===== config.mk =====
export PLATFORM = sky130hd
export DESIGN_NAME = sep_prog_host
export DESIGN_NICKNAME = d
export VERILOG_FILES = /design/src/design/sep_pkg.sv /design/src/design/sep_prog_host.sv
export VERILOG_INCLUDE_DIRS = /design/src /design/src/design
export SDC_FILE = /design/constraint.sdc
export NUM_CORES = 1
export LEC_CHECK = 0
export BUFFER_PORTS_ARGS = -buffer_cell sky130_fd_sc_hd__buf_2
export CAP_MARGIN = 20
export CORE_UTILIZATION = 47
export DETAILED_ROUTE_END_ITERATION = 8
export GPL_ROUTABILITY_DRIVEN = 0
export GPL_TIMING_DRIVEN = 1
export SETUP_SLACK_MARGIN = 0.02
export SKIP_CTS_REPAIR_TIMING = 1
export SLEW_MARGIN = 25
export SYNTH_ARGS = -nofsm -noshare
export SYNTH_HDL_FRONTEND = slang
export SYNTH_SLANG_ARGS = --single-unit

===== constraint.sdc =====
create_clock -name pclk -period 3.3 [get_ports pclk]
set_clock_uncertainty 0.15 [all_clocks]
set_input_delay 0.165 -clock pclk [delete_from_list [all_inputs] [get_ports pclk]]
set_output_delay 0.165 -clock pclk [all_outputs]
set_load 0.005 [all_outputs]

===== src/design/sep_regs.svh =====
/*
  Offsets, field positions, command codes, sequence step indices and timing
  counts for the serial programming host.
  Assumes a 10 MHz pclk and a target that accepts 4-bit commands and 16-bit
  payloads shifted LSB first.
*/
`ifndef SEP_REGS_SVH
`define SEP_REGS_SVH

// -----------------------------------------------------------------
// APB register offsets and fields
// -----------------------------------------------------------------
`define SEP_OFF_CTRL 12'h000
`define SEP_OFF_STAT 12'h004
`define SEP_OFF_ADDR 12'h008
`define SEP_OFF_DATA 12'h00c
`define SEP_OFF_ID_LO 12'h010
`define SEP_OFF_ID_HI 12'h014
`define SEP_CTRL_START 0
`define SEP_CTRL_MODE 1
`define SEP_STAT_BUSY 0
`define SEP_STAT_DONE 1

// -----------------------------------------------------------------
// Serial commands and core instruction pieces
// -----------------------------------------------------------------
`define SEP_CMD_CORE 4'h0
`define SEP_CMD_SHOUT 4'h2
`define SEP_CMD_TW 4'hc
`define SEP_CMD_TW_INC2 4'hd
`define SEP_CMD_TW_PROG 4'hf
`define SEP_OP_MOVLW 8'h0e
`define SEP_OP_MOVWF 8'h6e
`define SEP_F_UNLOCK 8'ha7
`define SEP_F_LATCH 8'ha8
`define SEP_F_PTR_LO 8'ha9
`define SEP_F_PTR_HI 8'haa
`define SEP_F_TAB_LATCH 8'hf5
`define SEP_F_TP_LOW 8'hf6
`define SEP_F_TP_HIGH 8'hf7
`define SEP_F_TP_UPPER 8'hf8
`define SEP_I_CLR_FSEL 16'h9ea6
`define SEP_I_SET_FSEL 16'h8ea6
`define SEP_I_CLR_CSEL 16'h9ca6
`define SEP_I_SET_CSEL 16'h8ca6
`define SEP_I_SET_WRITE_ENABLE_BIT 16'h84a6
`define SEP_I_CLR_WRITE_ENABLE_BIT 16'h94a6
`define SEP_I_SET_GO 16'h82a6
`define SEP_I_CTRL_TO_W 16'h50a6
`define SEP_I_NOP 16'h0000
`define SEP_UNLOCK1 8'h55
`define SEP_UNLOCK2 8'haa
`define SEP_PANEL_TP_U 8'h3c
`define SEP_PANEL_TP_L 8'h06
`define SEP_ID_TP_U 8'h20
`define SEP_ZERO_BYTE 8'h00
`define SEP_GO_BIT 1

// -----------------------------------------------------------------
// Sequence steps and frame bits
// -----------------------------------------------------------------
`define SEP_EE_POLL 5'd14
`define SEP_EE_READ 5'd16
`define SEP_EE_LAST 5'd17
`define SEP_ID_NOP 5'd21
`define SEP_CMD_BITS 5'd4
`define SEP_READ_BIT0 5'd12
`define SEP_LAST_BIT 5'd19

// -----------------------------------------------------------------
// Timing
// -----------------------------------------------------------------
`define SEP_PCLK_MHZ 10
`define SEP_SCLK_HALF_NS 400
`define SEP_SCLK_HALF_CYC ((`SEP_SCLK_HALF_NS * `SEP_PCLK_MHZ) / 1000)
`define SEP_P9_NS 1000000
`define SEP_P9_CYC ((`SEP_P9_NS * `SEP_PCLK_MHZ + 999) / 1000)
`define SEP_P10_NS 100000
`define SEP_P10_CYC ((`SEP_P10_NS * `SEP_PCLK_MHZ + 999) / 1000)

`endif


===== src/design/sep_pkg.sv =====
/*
  Types for the serial programming host.
  Assumes nothing beyond a SystemVerilog compiler.
*/
`default_nettype none

package sep_pkg;
  typedef enum logic [2:0] {ST_IDLE, ST_LOAD, ST_LOW, ST_HIGH, ST_NEXT, ST_WAIT} sep_state_t;
endpackage : sep_pkg

`default_nettype wire


===== src/design/sep_prog_host.sv =====
/*
  Host that writes one data EEPROM byte or the eight ID bytes of a target
  through its two-wire serial programming port, under APB control.
  Assumes the target samples serial data on the falling serial clock edge and
  that pclk is 10 MHz; the serial clock is made here by a divider.
*/
// The address map and the APB slave port are this design's own decisions.
// What this block does
// - Clear both memory selects before EEPROM write
// - Set write enable before EEPROM write
// - Setting go bit requests the write
// - Send 55h then AAh just before go
// - Hold serial clock low for discharge time
// - Enable writes only around the write
// - Load pointer via moves to A9, AA
// - Load byte via move to A8
// - Move 55h then AAh into A7
// - Poll control via table latch until clear
// - One byte per sequence, end with enable cleared
// - ID panel chosen by table pointer
// - Fill whole 8-byte buffer before programming
// - Command 1100 zero at 3C0006h: single panel
// - Command 1111 programs; NOP holds clock high
// - Commands shifted LSB first on data line
`include "sep_regs.svh"
`default_nettype none

module sep_prog_host
  import sep_pkg::*;
#(
  parameter int unsigned PROG_HOLD_CYC = `SEP_P9_CYC
) (
  input wire logic pclk, // 10 MHz system clock
  input wire logic presetn, // Async reset, active low
  input wire logic psel, // APB select
  input wire logic penable, // APB access phase
  input wire logic pwrite, // APB write
  input wire logic [11:0] paddr, // APB byte address
  input wire logic [31:0] pwdata, // APB write data
  output logic [31:0] prdata, // APB read data
  output logic pready, // APB ready, always high
  output logic pslverr, // APB error on unmapped address
  output logic prog_serial_clock_o, // Serial clock to target
  input wire logic prog_serial_data_i, // Serial data from pin
  output logic prog_serial_data_o, // Serial data to pin
  output logic prog_serial_data_oe // High while driving data
);

  // -----------------------------------------------------------------
  // State
  // -----------------------------------------------------------------
  sep_state_t state_reg;
  logic [4:0] step_reg;
  logic [4:0] bit_reg;
  logic [23:0] cnt_reg;
  logic waited_reg;
  logic mode_reg;
  logic start_reg;
  logic done_reg;
  logic [15:0] addr_reg;
  logic [7:0] data_reg;
  logic [63:0] id_reg;
  logic [19:0] frame_reg;
  logic [15:0] prev_pay_reg;
  logic [7:0] rd_reg;
  logic [7:0] last_rd_reg;
  logic [15:0] polls_reg;
  logic sd_meta_reg;
  logic sd_sync_reg;
  logic clk_reg;
  logic sdo_reg;
  logic sdoe_reg;
  logic [31:0] prdata_reg;
  logic [31:0] rd_mux;
  logic hit;
  logic wr_acc;
  logic busy;
  logic is_read;
  logic hold_hi;
  logic half_end;
  logic high_end;
  logic poll_again;
  logic need_wait;
  logic last_step;
  logic finish;

  // One frame = 4 command bits then 16 payload bits, sent bit 0 first.
  function automatic logic [19:0] step_word(input logic id, input logic [4:0] i,
                                            input logic [15:0] a, input logic [7:0] d,
                                            input logic [63:0] w);
    logic [19:0] r;
    r = {`SEP_I_NOP, `SEP_CMD_CORE};
    if (!id) begin
      case (i)
        5'd0: r = {`SEP_I_CLR_FSEL, `SEP_CMD_CORE};
        5'd1: r = {`SEP_I_CLR_CSEL, `SEP_CMD_CORE};
        5'd2: r = {`SEP_OP_MOVLW, a[7:0], `SEP_CMD_CORE};
        5'd3: r = {`SEP_OP_MOVWF, `SEP_F_PTR_LO, `SEP_CMD_CORE};
        5'd4: r = {`SEP_OP_MOVLW, a[15:8], `SEP_CMD_CORE};
        5'd5: r = {`SEP_OP_MOVWF, `SEP_F_PTR_HI, `SEP_CMD_CORE};
        5'd6: r = {`SEP_OP_MOVLW, d, `SEP_CMD_CORE};
        5'd7: r = {`SEP_OP_MOVWF, `SEP_F_LATCH, `SEP_CMD_CORE};
        5'd8: r = {`SEP_I_SET_WRITE_ENABLE_BIT, `SEP_CMD_CORE};
        5'd9: r = {`SEP_OP_MOVLW, `SEP_UNLOCK1, `SEP_CMD_CORE};
        5'd10: r = {`SEP_OP_MOVWF, `SEP_F_UNLOCK, `SEP_CMD_CORE};
        5'd11: r = {`SEP_OP_MOVLW, `SEP_UNLOCK2, `SEP_CMD_CORE};
        5'd12: r = {`SEP_OP_MOVWF, `SEP_F_UNLOCK, `SEP_CMD_CORE};
        5'd13: r = {`SEP_I_SET_GO, `SEP_CMD_CORE};
        5'd14: r = {`SEP_I_CTRL_TO_W, `SEP_CMD_CORE};
        5'd15: r = {`SEP_OP_MOVWF, `SEP_F_TAB_LATCH, `SEP_CMD_CORE};
        5'd16: r = {`SEP_I_NOP, `SEP_CMD_SHOUT};
        5'd17: r = {`SEP_I_CLR_WRITE_ENABLE_BIT, `SEP_CMD_CORE};
        default: r = {`SEP_I_NOP, `SEP_CMD_CORE};
      endcase
    end else begin
      case (i)
        5'd0: r = {`SEP_I_SET_FSEL, `SEP_CMD_CORE};
        5'd1: r = {`SEP_I_SET_CSEL, `SEP_CMD_CORE};
        5'd2: r = {`SEP_OP_MOVLW, `SEP_PANEL_TP_U, `SEP_CMD_CORE};
        5'd3: r = {`SEP_OP_MOVWF, `SEP_F_TP_UPPER, `SEP_CMD_CORE};
        5'd4: r = {`SEP_OP_MOVLW, `SEP_ZERO_BYTE, `SEP_CMD_CORE};
        5'd5: r = {`SEP_OP_MOVWF, `SEP_F_TP_HIGH, `SEP_CMD_CORE};
        5'd6: r = {`SEP_OP_MOVLW, `SEP_PANEL_TP_L, `SEP_CMD_CORE};
        5'd7: r = {`SEP_OP_MOVWF, `SEP_F_TP_LOW, `SEP_CMD_CORE};
        5'd8: r = {`SEP_I_NOP, `SEP_CMD_TW};
        5'd9: r = {`SEP_I_SET_FSEL, `SEP_CMD_CORE};
        5'd10: r = {`SEP_I_CLR_CSEL, `SEP_CMD_CORE};
        5'd11: r = {`SEP_OP_MOVLW, `SEP_ID_TP_U, `SEP_CMD_CORE};
        5'd12: r = {`SEP_OP_MOVWF, `SEP_F_TP_UPPER, `SEP_CMD_CORE};
        5'd13: r = {`SEP_OP_MOVLW, `SEP_ZERO_BYTE, `SEP_CMD_CORE};
        5'd14: r = {`SEP_OP_MOVWF, `SEP_F_TP_HIGH, `SEP_CMD_CORE};
        5'd15: r = {`SEP_OP_MOVLW, `SEP_ZERO_BYTE, `SEP_CMD_CORE};
        5'd16: r = {`SEP_OP_MOVWF, `SEP_F_TP_LOW, `SEP_CMD_CORE};
        5'd17: r = {w[15:0], `SEP_CMD_TW_INC2};
        5'd18: r = {w[31:16], `SEP_CMD_TW_INC2};
        5'd19: r = {w[47:32], `SEP_CMD_TW_INC2};
        5'd20: r = {w[63:48], `SEP_CMD_TW_PROG};
        default: r = {`SEP_I_NOP, `SEP_CMD_CORE};
      endcase
    end
    return r;
  endfunction : step_word

  // -----------------------------------------------------------------
  // Sequencer decode
  // -----------------------------------------------------------------
  assign busy = state_reg != ST_IDLE;
  assign is_read = frame_reg[3:0] == `SEP_CMD_SHOUT;
  // The NOP after a program command stretches its last command clock high.
  assign hold_hi = mode_reg && step_reg == `SEP_ID_NOP && bit_reg == `SEP_CMD_BITS - 5'd1;
  assign half_end = cnt_reg == 24'(`SEP_SCLK_HALF_CYC - 1);
  assign high_end = hold_hi ? cnt_reg == 24'(PROG_HOLD_CYC - 1) : half_end;
  assign poll_again = !mode_reg && step_reg == `SEP_EE_READ && rd_reg[`SEP_GO_BIT];
  assign need_wait = mode_reg ? step_reg == `SEP_ID_NOP : step_reg == `SEP_EE_READ;
  assign last_step = step_reg == (mode_reg ? `SEP_ID_NOP : `SEP_EE_LAST);
  assign finish = state_reg == ST_NEXT && !poll_again && !(need_wait && !waited_reg) && last_step;

  // -----------------------------------------------------------------
  // Pin input synchroniser
  // -----------------------------------------------------------------
  always_ff @(posedge pclk or negedge presetn) begin
    if (!presetn) begin
      sd_meta_reg <= 1'b0;
      sd_sync_reg <= 1'b0;
    end else begin
      sd_meta_reg <= prog_serial_data_i;
      sd_sync_reg <= sd_meta_reg;
    end
  end

  // -----------------------------------------------------------------
  // Frame sequencer
  // -----------------------------------------------------------------
  always_ff @(posedge pclk or negedge presetn) begin
    if (!presetn) begin
      state_reg <= ST_IDLE;
      step_reg <= 5'h0;
      bit_reg <= 5'h0;
      cnt_reg <= 24'h0;
      waited_reg <= 1'b0;
    end else begin
      case (state_reg)
        ST_IDLE: begin
          if (start_reg) begin
            step_reg <= 5'h0;
            waited_reg <= 1'b0;
            state_reg <= ST_LOAD;
          end
        end
        ST_LOAD: begin
          bit_reg <= 5'h0;
          cnt_reg <= 24'h0;
          state_reg <= ST_LOW;
        end
        ST_LOW: begin
          if (half_end) begin
            cnt_reg <= 24'h0;
            state_reg <= ST_HIGH;
          end else begin
            cnt_reg <= cnt_reg + 24'h1;
          end
        end
        ST_HIGH: begin
          if (high_end) begin
            cnt_reg <= 24'h0;
            if (bit_reg == `SEP_LAST_BIT) begin
              state_reg <= ST_NEXT;
            end else begin
              bit_reg <= bit_reg + 5'h1;
              state_reg <= ST_LOW;
            end
          end else begin
            cnt_reg <= cnt_reg + 24'h1;
          end
        end
        ST_NEXT: begin
          if (poll_again) begin
            step_reg <= `SEP_EE_POLL;
            state_reg <= ST_LOAD;
          end else if (need_wait && !waited_reg) begin
            cnt_reg <= 24'h0;
            state_reg <= ST_WAIT;
          end else if (last_step) begin
            state_reg <= ST_IDLE;
          end else begin
            step_reg <= step_reg + 5'h1;
            waited_reg <= 1'b0;
            state_reg <= ST_LOAD;
          end
        end
        ST_WAIT: begin
          if (cnt_reg == 24'(`SEP_P10_CYC - 1)) begin
            waited_reg <= 1'b1;
            state_reg <= ST_NEXT;
          end else begin
            cnt_reg <= cnt_reg + 24'h1;
          end
        end
        default: state_reg <= ST_IDLE;
      endcase
    end
  end

  // -----------------------------------------------------------------
  // Frame contents and read-back
  // -----------------------------------------------------------------
  always_ff @(posedge pclk or negedge presetn) begin
    if (!presetn) begin
      frame_reg <= 20'h0;
      prev_pay_reg <= 16'h0;
      rd_reg <= 8'h0;
      last_rd_reg <= 8'h0;
    end else begin
      if (state_reg == ST_LOAD) begin
        frame_reg <= step_word(mode_reg, step_reg, addr_reg, data_reg, id_reg);
        prev_pay_reg <= frame_reg[19:4];
      end
      // Shifted-out byte arrives LSB first on the last eight clocks.
      if (state_reg == ST_HIGH && high_end && is_read && bit_reg >= `SEP_READ_BIT0) begin
        rd_reg <= {sd_sync_reg, rd_reg[7:1]};
      end
      if (state_reg == ST_NEXT && !mode_reg && step_reg == `SEP_EE_READ) begin
        last_rd_reg <= rd_reg;
      end
    end
  end

  // -----------------------------------------------------------------
  // Pin drivers
  // -----------------------------------------------------------------
  // Data moves one cycle after the clock falls, so the target never sees
  // data change on its sampling edge.
  always_ff @(posedge pclk or negedge presetn) begin
    if (!presetn) begin
      clk_reg <= 1'b0;
      sdo_reg <= 1'b0;
      sdoe_reg <= 1'b0;
    end else begin
      clk_reg <= state_reg == ST_HIGH;
      if (state_reg == ST_LOW && cnt_reg == 24'h1) begin
        sdo_reg <= frame_reg[bit_reg];
        sdoe_reg <= !(is_read && bit_reg >= `SEP_CMD_BITS);
      end else if (state_reg == ST_IDLE) begin
        sdoe_reg <= 1'b0;
      end
    end
  end

  assign prog_serial_clock_o = clk_reg;
  assign prog_serial_data_o = sdo_reg;
  assign prog_serial_data_oe = sdoe_reg;

  // -----------------------------------------------------------------
  // APB slave
  // -----------------------------------------------------------------
  always_comb begin
    hit = 1'b1;
    rd_mux = 32'h0;
    case (paddr)
      `SEP_OFF_CTRL: rd_mux = {30'h0, mode_reg, 1'b0};
      `SEP_OFF_STAT: rd_mux = {polls_reg, last_rd_reg, 6'h0, done_reg, busy};
      `SEP_OFF_ADDR: rd_mux = {16'h0, addr_reg};
      `SEP_OFF_DATA: rd_mux = {24'h0, data_reg};
      `SEP_OFF_ID_LO: rd_mux = id_reg[31:0];
      `SEP_OFF_ID_HI: rd_mux = id_reg[63:32];
      default: hit = 1'b0;
    endcase
  end

  assign wr_acc = psel && penable && pwrite && hit;
  assign pready = 1'b1;
  assign pslverr = psel && penable && !hit;
  assign prdata = prdata_reg;

  always_ff @(posedge pclk or negedge presetn) begin
    if (!presetn) begin
      prdata_reg <= 32'h0;
    end else if (psel && !penable) begin
      prdata_reg <= rd_mux;
    end
  end

  // Settings are frozen while a sequence runs: the frame builder reads them.
  always_ff @(posedge pclk or negedge presetn) begin
    if (!presetn) begin
      mode_reg <= 1'b0;
      start_reg <= 1'b0;
      addr_reg <= 16'h0;
      data_reg <= 8'h0;
      id_reg <= 64'h0;
    end else begin
      start_reg <= wr_acc && !busy && paddr == `SEP_OFF_CTRL && pwdata[`SEP_CTRL_START];
      if (wr_acc && !busy) begin
        case (paddr)
          `SEP_OFF_CTRL: mode_reg <= pwdata[`SEP_CTRL_MODE];
          `SEP_OFF_ADDR: addr_reg <= pwdata[15:0];
          `SEP_OFF_DATA: data_reg <= pwdata[7:0];
          `SEP_OFF_ID_LO: id_reg[31:0] <= pwdata;
          `SEP_OFF_ID_HI: id_reg[63:32] <= pwdata;
          default: ;
        endcase
      end
    end
  end

  // Done is sticky; a finishing sequence wins over a write-one clear.
  always_ff @(posedge pclk or negedge presetn) begin
    if (!presetn) begin
      done_reg <= 1'b0;
      polls_reg <= 16'h0;
    end else begin
      if (finish) begin
        done_reg <= 1'b1;
      end else if (start_reg || (wr_acc && paddr == `SEP_OFF_STAT && pwdata[`SEP_STAT_DONE])) begin
        done_reg <= 1'b0;
      end
      if (start_reg) begin
        polls_reg <= 16'h0;
      end else if (state_reg == ST_NEXT && poll_again) begin
        polls_reg <= polls_reg + 16'h1;
      end
    end
  end

  // -----------------------------------------------------------------
  // Assertions
  // -----------------------------------------------------------------
  logic write_enable_bit_seen_reg;
  logic [23:0] hi_run_reg;

  always_ff @(posedge pclk or negedge presetn) begin
    if (!presetn) begin
      write_enable_bit_seen_reg <= 1'b0;
      hi_run_reg <= 24'h0;
    end else begin
      hi_run_reg <= clk_reg ? hi_run_reg + 24'h1 : 24'h0;
      if (start_reg || (state_reg == ST_LOW && frame_reg[19:4] == `SEP_I_CLR_WRITE_ENABLE_BIT)) begin
        write_enable_bit_seen_reg <= 1'b0;
      end else if (state_reg == ST_LOW && frame_reg[19:4] == `SEP_I_SET_WRITE_ENABLE_BIT) begin
        write_enable_bit_seen_reg <= 1'b1;
      end
    end
  end
endmodule : sep_prog_host

`default_nettype wire


### Yosys cells after proc, flatten, opt, wreduce, memory -nomap -nowiden

Cells that the tools add are included.

| storage, ports and cells | value |
|---|---|
| word-level logic and storage cells | 188 |
| register bits | 218 |

| cells by class | value |
|---|---|
| reductions and logical operators | 63 |
| equality and inequality tests | 51 |
| add/sub/neg operators | 4 |
| muxes and demuxes | 45 |
| order comparisons | 3 |

Operator list:

| kind | number |
|---|---|
| $pmux 20 s17 | 1 |
| $pmux 20 s15 | 1 |
| $pmux 32 s6 | 1 |
| $mux 24 | 5 |
| $pmux 24 s5 | 1 |
| $eq 5x4->1 const B | 8 |
| $eq 5x5->1 const B | 7 |
| $mux 16 | 2 |
| $mux 5 | 6 |
| $logic_and 1x1->1 | 26 |
| $add 24x1->24 const B | 1 |
| $eq 12x4->1 const B | 2 |
| $eq 12x5->1 const B | 2 |
| $eq 24x1->1 const B | 1 |
| $eq 24x10->1 const B | 1 |
| $eq 24x14->1 const B | 1 |
| $eq 24x2->1 const B | 1 |
| $mux 3 | 8 |
| $eq 5x3->1 const B | 4 |
| $mux 20 | 1 |
| $ne 2x2->1 const B | 10 |
| $pmux 5 s2 | 2 |
| $pmux 3 s6 | 1 |
| $add 16x1->16 const B | 1 |
| 31 further kinds | 72 |

### Logic depth before layout (Yosys ltp)

Gate-level depths: netlist (run 1).

| depth | value |
|---|---|
| depth after elaboration | 9 |
| gate-level depth with buffers | 12 |
| gate-level depth less buffers | 8 |

### Worst setup path after synthesis (run 1)

Ideal clock, no wire load.

| path | value |
|---|---|
| kind | reg2reg |
| start point | reg step_reg[3] |
| end point | reg frame_reg[10] |
| slack | 480 ps |
| path buffers | 5 |
| library setup time | 126 ps |
| cell stages (with the launch flop) | 13 |
| arrival time | 2,544 ps |
| required time | 3,024 ps |
| period minus slack after synthesis | 2,820 ps |
| cells stage by stage | dfrtp_1 -> buf_4 -> buf_4 -> clkbuf_1 -> clkbuf_1 -> and3_1 -> ha_1 -> o21bai_1 -> nor3_1 -> a31o_1 -> buf_2 -> a31oi_1 -> a221o_1 |

| between the ends | value |
|---|---|
| cells in the longest elaborated chain, start to end | 4 |
| elaborated cells on any way between the ends | 30 |

Ends and longest elaborated chain:

| what | RTL line | RTL |
|---|---|---|
| from (decl) | sep_prog_host.sv:53 | `logic [4:0] step_reg;` |
| from (signal assigned) | sep_prog_host.sv:218 | `` step_reg <= `SEP_EE_POLL; `` |
| from (signal assigned) | sep_prog_host.sv:226 | `step_reg <= step_reg + 5'h1;` |
| $eq 5x4->1, or another cell as far along | sep_prog_host.sv:94, sep_prog_host.sv:116 |  |
| $reduce_or 3->1 (no source line) or $reduce_or 2->1 (tied branches) | n/a |  |
| $pmux 20 s15 or $pmux 20 s17 (tied branches) | sep_prog_host.sv:116, sep_prog_host.sv:94 |  |
| $mux 20 (*) | sep_prog_host.sv:93 | `if (!id) begin` |
| to (signal assigned) | sep_prog_host.sv:255 | `frame_reg <= step_word(mode_reg, step_reg, addr_reg, data_reg, id_reg);` |
| to (decl) | sep_prog_host.sv:63 | `logic [19:0] frame_reg;` |

Every way passes the cells marked *; elsewhere a longest branch is shown, timed or not.
A chain may end at the register's enable or synchronous reset.

### Worst setup path in the final report (run 1)

| path | value |
|---|---|
| start point | reg step_reg[0] |
| end point | reg frame_reg[19] |

Same word-level chain as after synthesis.

==> results of run 1 <==
[worst paths after layout]
kind / cells past startpoint / end / start / slack, ns
max reg2reg: 9 / frame_reg[19]$_DFFE_PN0N_ / step_reg[0]$_DFFE_PN0P_ / 0.37
max: 9 / frame_reg[19]$_DFFE_PN0N_ / step_reg[0]$_DFFE_PN0P_ / 0.37
min: 4 / done_reg$_DFFE_PN0P_ / psel / -0.04
max in group asynchronous: 3 / frame_reg[1]$_DFFE_PN0N_ / presetn / 1.90
min reg2reg: 0 / sd_sync_reg$_DFF_PN0_ / sd_meta_reg$_DFF_PN0_ / 0.20
min in group asynchronous: 2 / prdata[28]$_DFFE_PN0P_ / presetn / 0.12
[synthesized netlist by cell type (all sizes together), types with 5 or more instances]
master	number	area, um^2
o31ai	24	180
nor2b	10	62.6
xnor2	7	61.3
buf	34	216
nand3	32	173
a31oi	16	100
and3	11	68.8
mux2i	38	380
clkbuf	47	176
nand2	102	385
mux4	5	113
a22o	8	70.1
nand2b	13	81.3
mux2	108	1220
nor4	14	125
a21oi	72	364
a2bb2oi	11	96.3
a221o	8	80.1
o211ai	6	45.0
nor2	103	389
xor2	7	61.3
a22oi	29	218
or3	12	75.1
o21ai	63	319
a222oi	9	90.1
nor4b	8	70.1
a21o	13	97.6
nand4	20	125
nor3	30	170
dfrtp	217	5430
inv	22	82.6
o22ai	6	37.5
ha	10	125
[worst reg2reg max path, cell delays in order, from the launching register on]
cell,delay (ns)
sky130_fd_sc_hd__dfrtp_1,0.39
sky130_fd_sc_hd__inv_1,0.11
sky130_fd_sc_hd__ha_1,0.32
sky130_fd_sc_hd__buf_4,0.20
sky130_fd_sc_hd__and4b_1,0.19
sky130_fd_sc_hd__nor4_1,0.35
sky130_fd_sc_hd__nor2b_1,0.26
sky130_fd_sc_hd__a31o_1,0.46
sky130_fd_sc_hd__a31oi_1,0.08
sky130_fd_sc_hd__a221o_1,0.28
[cell type report]
class                      count  area [um^2]
sequential                   217         5430
multi-input combinational    856         5930
clock buffer                  33          674
inverter                      23         86.3
fill                        2191        10700
clock inverter                 7         98.8
timing repair buffer         175         1210
tap                          324          405
[power by group]
group / internal, mW / switching, mW
Clock: 1.58 / 1.09
Sequential: 2.66 / 0.000992
Combinational: 0.0721 / 0.124
Total: 4.31 / 1.21
[metrics by stage]
stage                     utilization [%]  cell area [um^2]  power (mW)  instances
after floorplan                         -             11800        2.76       1177
after global placement               51.8             12700        2.88       1559
after detailed placement             51.8             12700        2.88       1559
after CTS                            54.9             13500        5.55       1599
after global routing                 56.4             13800        5.69       1635
final                                56.4             13800        5.53       1635
[routing by layer]
layer  up-vias  share of wire [%]
met5         -                  0
met1      4840                 46
met2       380                 45
met3        56                7.1
li1       4592                  -
met4         0                2.2
[logic make-up after synthesis]
group / Yosys count / synth area share (%)
simple gates: 385 / 16.8
compound gates: 295 / 16.6
flops: 217 / 45.9
mux: 151 / 14.5
buf+inv: 104 / 4.05
xor+xnor: 14 / 1.04
fa+ha+maj: 10 / 1.06
other cells: 1 / 0.0317
==> impl_summary.txt, run 1 <==
----------------------------------------------------
[Global routing]
  Pin count of the biggest net entering global routing ... 97
  Met1 Usage GRT ... 42.4%
  Highest-utilization routing layer at the global route stage ... met1
  GRT overflow ... 0
  Tot GR Track Use ... 27.9%
  Wire length of the first global-routing pass ... 55.9 mm
  Met3 Usage GRT ... 3.77%
  Via count of the first global-routing pass ... 9371
  Met2 usage ... 42.1%
  Number of antenna violations at the first check in global routing ... 0

[Timing]
  Crit share post-route ... 88.8%
  Setup repair after global routing missed its margin ... no
  Sum of negative setup slack ... 0 ns
  Max Clk Rate ... 0.341 GHz
  Slew HR ... 48.3%
  Final count of pins violating max slew ... 0
  Number of setup violations in the final report ... 0
  Time the final worst path needs with I/O delays and setup ... 2.93 ns
  Hold Worst Slack ... -0.0406 ns
  Final Hold Viols ... 1
  Transition time at the pin with the least slew margin ... 0.776 ns
  Worst setup slack after layout ... 0.369 ns

[CTS]
  Clock Tree Buf Depth ... 3
  Clock slew at the register clock pins of the worst setup and hold paths ... 0.06 ns
  CTS tree ... done
  Inserted Clock Buffers ... 24
  TritonCTS Sinks ... 217
  Count of H-tree levels built during CTS ... 1
  Later-pin clock latency in the skew report ... 0.53 ns
  CTS root buffer ... sky130_fd_sc_hd__clkbuf_16

[Synth]
  Count of unique library cells instantiated by Yosys ... 84
  Yosys warning total ... 0
  Async SR Flop Fraction ... 100%
  Part of the Yosys area used for sequential elements ... 45.9%
  Mapped cell area ... 0.0118 mm^2
  Mean area per synthesized cell ... 10.0 um^2
  Net count of the mapped netlist ... 1237
  Flip-flop and latch count after synthesis ... 217
  Post-Syn Instances ... 1177
  Main synth FF type ... sky130_fd_sc_hd__dfrtp_1
  Number of enable flip-flop cells after synthesis ... 0

[Placement]
  Buffers on Ports ... 85
  Pre-CTS setup slack ... 0.449 ns
  Half-perimeter wire length after placement ... 25.5 mm

[Die]
  Boundary Pins ... 87
  Effective utilization at floorplan ... 48.2%
  Die extent in y ... 161 um
  Die ar. ... 0.0258 mm^2
  DIE WIDTH ... 161 um
  Core Rows ... 57
  Standard cell core area ... 0.0245 mm^2

[Setup path]
  Startpoint kind of the worst setup timing path ... flip-flop
  CP max FO ... 10
  Number of buffer and inverter instances along the worst setup path ... 2
  Slowest CP cell ... sky130_fd_sc_hd__a31o_1
  Category of cells accounting for the largest share of critical-path delay ... compound AO/OA/AOI/OAI gates
  Crit-path max cell delay ... 0.45 ns
  CP cell instances ... inv_1 -> ha_1 -> buf_4 -> and4b_1 -> nor4_1 -> nor2b_1 -> a31o_1 -> a31oi_1 -> a221o_1
  Critical path capture point type ... flip-flop
  Data arrival time of the critical path ... 3.17 ns
  Kind of critical path ... reg2reg
  Worst Path Required ... 3.54 ns

[Power and ir drop]
  Max rail drop VDD ... 412 uV
  Leak ... 6.40 nW
  Power per unit of standard cell area ... 399 mW/mm^2

[Detailed routing]
  Post-route DRC violation count ... 0
  Post-detailed-route wirelength per cell ... 21.6 um
  Number of search-and-repair iterations in the first detailed-routing pass ... 5
  Routed via count divided by cell count ... 6.04
  Number of vias in the routed layout ... 9868
  Post-detailed-route count of antenna-violating nets ... 0
  Iteration-0 DRC Markers ... 1038
  Total Routed Length ... 35.3 mm

[Status]
  Outcome ... complete, but fails checks
  Violated checks ... negative hold slack

[Cells and area]
  Most frequent standard cell in the layout excluding fill and tap cells ... sky130_fd_sc_hd__dfrtp_1
  Area overhead of the layout relative to synthesis ... 17.0%
  Number of nets at the end of the flow ... 1357
  Commonest cells after routing, fill and taps aside ... sky130_fd_sc_hd__dfrtp_1 (217), sky130_fd_sc_hd__nor2_1 (102), sky130_fd_sc_hd__nand2_1 (101)
  Total inserted antenna cells ... 0
  Proportion of layout cells with a drive suffix above 1 ... 17.5%
  Number of flip-flops in the largest register ... 64

[Hold path]
  Type of the most critical hold path ... in2reg

[Job]
  Number of maximum-capacitance violations ... 0

----------------------------------------------------
Power figures use the tool's default switching activity.
==> run 2, diff against run 1 <==
PLACE_DENSITY = 0.67   (was not set)
clock period = 2.5 ns   (was 3.3 ns; I/O delays follow)
==> run 2 against run 1 <==
  * The flow finishes with violations (negative setup slack)
  * First-iteration DRC count fell by 5.7%
  * Register-to-register slack got worse by 0.39 ns
  * Combinational power up 39%
  * Sequential share of layout area down 2.9 points
  * Cell count rose by 5.5%
  * Clock-buffer cell count up 1
  * Via count grew 6.0%
==> impl_summary.txt, run 2 (synthesized netlist as in run 1, its figures left out) <==
----------------------------------------------------
[Status]
  Outcome ... complete, but fails checks
  Violated checks ... negative setup slack

[Placement]
  Buffers on Ports ... 85
  Cells after DPL ... 1636
  Half-perimeter wire length after placement ... 25.5 mm
  Pre-CTS setup slack ... -0.176 ns

[Timing]
  Final Hold Viols ... 0
  Crit share post-route ... 101%
  Transition time at the pin with the least slew margin ... 0.555 ns
  Setup repair after global routing missed its margin ... yes
  Max Clk Rate ... 0.397 GHz
  Final count of pins violating max slew ... 0
  Time the final worst path needs with I/O delays and setup ... 2.52 ns
  Hold Worst Slack ... 0.00942 ns
  Worst setup slack after layout ... -0.0201 ns
  Number of setup violations in the final report ... 3
  Slew HR ... 62.6%

[Die]
  Die ar. ... 0.0258 mm^2
  DIE WIDTH ... 161 um
  Effective utilization at floorplan ... 48.2%
  Boundary Pins ... 87
  Die extent in y ... 161 um
  Core Rows ... 57
  Standard cell core area ... 0.0245 mm^2

[Cells and area]
  Area overhead of the layout relative to synthesis ... 26.6%
  Number of flip-flops in the largest register ... 64
  Proportion of layout cells with a drive suffix above 1 ... 26.6%
  Number of cells in the finished layout apart from fillers ... 1725
  Commonest cells after routing, fill and taps aside ... sky130_fd_sc_hd__dfrtp_1 (213), sky130_fd_sc_hd__buf_4 (125), sky130_fd_sc_hd__nand2_1 (101)
  Most frequent standard cell in the layout excluding fill and tap cells ... sky130_fd_sc_hd__dfrtp_1
  Number of nets at the end of the flow ... 1450
  Total inserted antenna cells ... 0

[Setup path]
  CP cell instances ... inv_2 -> ha_2 -> and4b_1 -> buf_4 -> a222oi_1 -> nor4b_1 -> o211ai_1
  Kind of critical path ... reg2reg
  Data arrival time of the critical path ... 2.77 ns
  Crit-path max cell delay ... 0.56 ns
  Startpoint kind of the worst setup timing path ... flip-flop
  Category of cells accounting for the largest share of critical-path delay ... compound AO/OA/AOI/OAI gates
  Slowest CP cell ... sky130_fd_sc_hd__a222oi_1
  Critical path capture point type ... flip-flop
  Number of buffer and inverter instances along the worst setup path ... 2
  Worst Path Required ... 2.75 ns
  CP max FO ... 12

[Global routing]
  GRT overflow ... 0
  Via count of the first global-routing pass ... 9999
  Wire length of the first global-routing pass ... 55.5 mm
  Number of antenna violations at the first check in global routing ... 0
  Pin count of the biggest net entering global routing ... 66
  Tot GR Track Use ... 27.3%

[Detailed routing]
  Number of search-and-repair iterations in the first detailed-routing pass ... 8
  Iteration-0 DRC Markers ... 979
  Post-detailed-route wirelength per cell ... 21.0 um
  Routed via count divided by cell count ... 6.06
  Post-route DRC violation count ... 0
  Post-detailed-route count of antenna-violating nets ... 0
  Total Routed Length ... 36.1 mm
  Number of vias in the routed layout ... 10500

[Power and ir drop]
  Leak ... 6.96 nW
  Max rail drop VDD ... 526 uV
  Power per unit of standard cell area ... 481 mW/mm^2
  Overall Power ... 7.20 mW

[CTS]
  Clock slew at the register clock pins of the worst setup and hold paths ... 0.06 ns
  Count of H-tree levels built during CTS ... 1
  Inserted Clock Buffers ... 25
  CTS root buffer ... sky130_fd_sc_hd__clkbuf_16
  TritonCTS Sinks ... 217
  Clock Tree Buf Depth ... 3
  CTS tree ... done
  Later-pin clock latency in the skew report ... 0.55 ns

[Hold path]
  Type of the most critical hold path ... in2async

[Job]
  Number of maximum-capacitance violations ... 0

----------------------------------------------------
-- run 2: changes by cell type in the layout (fill, tap and decap cells not counted), moves of 5 or more --
cell	previous run	this run
sky130_fd_sc_hd__buf_12	1	6
sky130_fd_sc_hd__buf_4	53	125
sky130_fd_sc_hd__buf_6	0	8
sky130_fd_sc_hd__dlygate4sd3_1	36	41
sky130_fd_sc_hd__ha_1	10	4
sky130_fd_sc_hd__ha_2	0	5
sky130_fd_sc_hd__mux2_1	86	80
sky130_fd_sc_hd__mux2_4	0	8
sky130_fd_sc_hd__nor3_1	26	20
-- run 2: final timing paths --
kind,slack [ns],cells past startpoint,from,endpoint
setup / recovery,-0.02,7,step_reg[0]$_DFFE_PN0P_,frame_reg[13]$_DFFE_PN0N_
hold / removal,0.009,2,presetn,prdata[31]$_DFFE_PN0P_
setup reg to reg,-0.02,7,step_reg[0]$_DFFE_PN0P_,frame_reg[13]$_DFFE_PN0N_
hold reg to reg,0.20,0,sd_meta_reg$_DFF_PN0_,sd_sync_reg$_DFF_PN0_
max in group asynchronous,1.45,3,presetn,rd_reg[1]$_DFFE_PN0P_
min in group pclk,0.02,6,paddr[1],prdata[1]$_DFFE_PN0P_
-- run 2: through the flow --
step,area (um^2),TNS [ns],util [%]
2_1_floorplan,11900,0,-
3_3_place_gp,13400,-0.250,54.5
3_5_place_dp,13400,-1.96,54.5
4_1_cts,14100,-2.71,57.6
5_1_grt,15000,-0.567,61.0
6_report,15000,-0.0478,61.0
-- run 2: metal layers --
layer  wire, um  GRT usage (%)
met3       2300           3.38
met4       1480           10.4
met5         21              0
met2      16900           43.6
met1      15400           37.9
-- run 2: layout make-up --
cell class	instances	area, um^2
fill	2056	9560
multi-input combinational	856	6300
sequential	217	5440
timing repair buffer	267	2000
clock buffer	34	699
tap	324	405
inverter	23	86.3
clock inverter	4	42.5
-- run 2: worst register-to-register path, delay by kind of cell, from the launching register on --
family | cells | cell delay [ns]
compound gates | 2 | 0.72
fa+ha+maj | 1 | 0.21
buf+inv | 2 | 0.28
flops | 1 | 0.43
simple gates | 2 | 0.59
-- run 2: report_power, final --
group / switching (mW) / internal, mW
Combinational: 0.167 / 0.105
Sequential: 0.00171 / 3.52
Clock: 1.46 / 1.95
==> run 3, diff against run 2 <==
REMOVE_ABC_BUFFERS = 1   (was not set)
==> run 3 against run 2 <==
  * Clock-buffer cell count is 2 higher
  * Combinational power hardly changed
  * Die area stayed put
  * Worst setup slack better by 0.058 ns
  * Core utilization is 1.4 points higher
  * First-iteration DRC count is 9.0% lower
  * Sequential share of layout area is 0.83 points lower
  * Maximum frequency is 2.3% higher
  * Global-route usage hardly changed
  * Non-clock buffer count is 30 higher
  * Power is 3.6% higher
  * Sequential power hardly changed
  * The run ends with negative hold slack left
==> impl_summary.txt, run 3 (synthesized netlist as in run 1, its figures left out) <==
----------------------------------------------------
[CTS]
  Inserted Clock Buffers ... 25
  CTS root buffer ... sky130_fd_sc_hd__clkbuf_16
  Clock Tree Buf Depth ... 3
  CTS tree ... done
  Clock slew at the register clock pins of the worst setup and hold paths ... 0.06 ns
  Later-pin clock latency in the skew report ... 0.54 ns
  TritonCTS Sinks ... 217
  Count of H-tree levels built during CTS ... 1

[Setup path]
  Critical path capture point type ... flip-flop
  Cell repeated most along the worst path ... sky130_fd_sc_hd__mux2_4
  Worst reg2reg path startpoint ... step_reg[1]$_DFFE_PN0P_
  R2R depth ... 8
  Worst Path Required ... 2.78 ns
  Timing endpoint of the critical path ... rd_reg[2]$_DFFE_PN0P_
  Category of cells accounting for the largest share of critical-path delay ... multiplexers
  Startpoint kind of the worst setup timing path ... flip-flop
  Number of buffer and inverter instances along the worst setup path ... 2
  Register-to-register path setup slack ... 0.04 ns
  Worst flop-to-flop path endpoint ... rd_reg[2]$_DFFE_PN0P_
  Crit-path max cell delay ... 0.40 ns
  Slowest CP cell ... sky130_fd_sc_hd__dfrtp_1
  CP max FO ... 11
  Data arrival time of the critical path ... 2.74 ns
  Critical path depth ... 8
  Critical path launch point ... step_reg[1]$_DFFE_PN0P_
  CP cell instances ... inv_2 -> ha_4 -> buf_12 -> nand3b_1 -> nor4_4 -> mux2_4 -> nand3_4 -> mux2_4
  Kind of critical path ... reg2reg

[Power and ir drop]
  Power per unit of standard cell area ... 487 mW/mm^2
  Overall Power ... 7.46 mW
  Leak ... 7.23 nW
  Max rail drop VDD ... 482 uV

[Detailed routing]
  Post-detailed-route wirelength per cell ... 20.4 um
  Routed via count divided by cell count ... 6.04
  Iteration-0 DRC Markers ... 891
  Post-route DRC violation count ... 0
  Number of search-and-repair iterations in the first detailed-routing pass ... 8
  Number of vias in the routed layout ... 10700
  Total Routed Length ... 36.0 mm
  Post-detailed-route count of antenna-violating nets ... 0

[Status]
  Violated checks ... negative hold slack
  Outcome ... complete, but fails checks

[Global routing]
  Via count of the first global-routing pass ... 10100
  Pin count of the biggest net entering global routing ... 78
  Tot GR Track Use ... 27.3%
  GRT overflow ... 0
  Number of antenna violations at the first check in global routing ... 0
  Wire length of the first global-routing pass ... 55.6 mm

[Die]
  DIE WIDTH ... 161 um
  Die ar. ... 0.0258 mm^2
  Boundary Pins ... 87
  Standard cell core area ... 0.0245 mm^2
  Core Rows ... 57
  Die extent in y ... 161 um
  Effective utilization at floorplan ... 48.2%

[Job]
  Number of maximum-capacitance violations ... 0

[Cells and area]
  Most frequent standard cell in the layout excluding fill and tap cells ... sky130_fd_sc_hd__dfrtp_1
  Commonest cells after routing, fill and taps aside ... sky130_fd_sc_hd__dfrtp_1 (214), sky130_fd_sc_hd__buf_4 (153), sky130_fd_sc_hd__nand2_1 (101)
  Share of the core filled with cells in the final layout ... 62.4%
  Total inserted antenna cells ... 0
  Proportion of layout cells with a drive suffix above 1 ... 28.2%
  Number of cells in the finished layout apart from fillers ... 1762
  Count of filler cells inserted in the layout ... 1991
  Number of flip-flops in the largest register ... 64
  Number of nets at the end of the flow ... 1480
  Area overhead of the layout relative to synthesis ... 29.5%

[Timing]
  Slew HR ... 59.7%
  Transition time at the pin with the least slew margin ... 0.605 ns
  Final Hold Viols ... 12
  Setup repair after global routing missed its margin ... yes
  Max Clk Rate ... 0.406 GHz
  Number of setup violations in the final report ... 0
  Time the final worst path needs with I/O delays and setup ... 2.46 ns
  Hold Worst Slack ... -0.00916 ns
  Final count of pins violating max slew ... 0
  Crit share post-route ... 98.5%

[Hold path]
  Type of the most critical hold path ... in2async

[Placement]
  Buffers on Ports ... 85
  Cells after DPL ... 1665
  Half-perimeter wire length after placement ... 25.1 mm

----------------------------------------------------
==> run 3: power breakdown <==
| group | switching, mW | internal (mW) | total, mW |
|---|---|---|---|
| clock network | 1.51 | 2.16 | 3.67 |
| logic | 0.169 | 0.106 | 0.275 |
| registers | 0.00144 | 3.52 | 3.52 |
| total | 1.68 | 5.78 | 7.46 |
==> run 3: final cells by class <==
type	instances	area, um^2	share of cell area [%]
well taps	324	405	2.65
repair buffers	297	2250	14.7
multi-input cells	856	6310	41.2
inverters	23	88.8	0.580
clock inverters	9	90.1	0.588
flip-flops and latches	217	5430	35.5
clock buffers	36	737	4.81
==> run 3: how the worst min path moves through the flow <==
stage	from	endpoint	slack, ns	depth (start not counted)
floorplan	presetn	addr_reg[0]$_DFFE_PN0P_	-0.32	0
global placement	presetn	data_reg[4]$_DFFE_PN0P_	-0.001	1
detailed placement	presetn	data_reg[4]$_DFFE_PN0P_	-0.008	1
CTS	presetn	data_reg[5]$_DFFE_PN0P_	-0.58	1
global route	presetn	data_reg[4]$_DFFE_PN0P_	0.04	2
finish	presetn	id_reg[4]$_DFFE_PN0P_	-0.009	2
==> run 3: stage by stage <==
step	setup slack, ns	instance area, um^2	hold slack (ns)	TNS (ns)
2_1_floorplan	-0.400	11400	-0.321	-15.54
3_3_place_gp	-0.302	13600	-0.00125	-3.17
3_5_place_dp	-0.120	13600	-0.00810	-1.79
4_1_cts	-0.146	14400	-0.576	-2.58
5_1_grt	-0.0373	15300	0.0440	-0.409
6_report	0.0376	15300	-0.00916	0
==> run 3: routing by layer <==
layer	track usage (%)	vias to the layer above	wire, um
met5	0	-	0
met4	8.87	0	916
met3	6.07	68	3260
met2	42.2	492	16400
met1	38.0	5240	15400
li1	-	4850	-
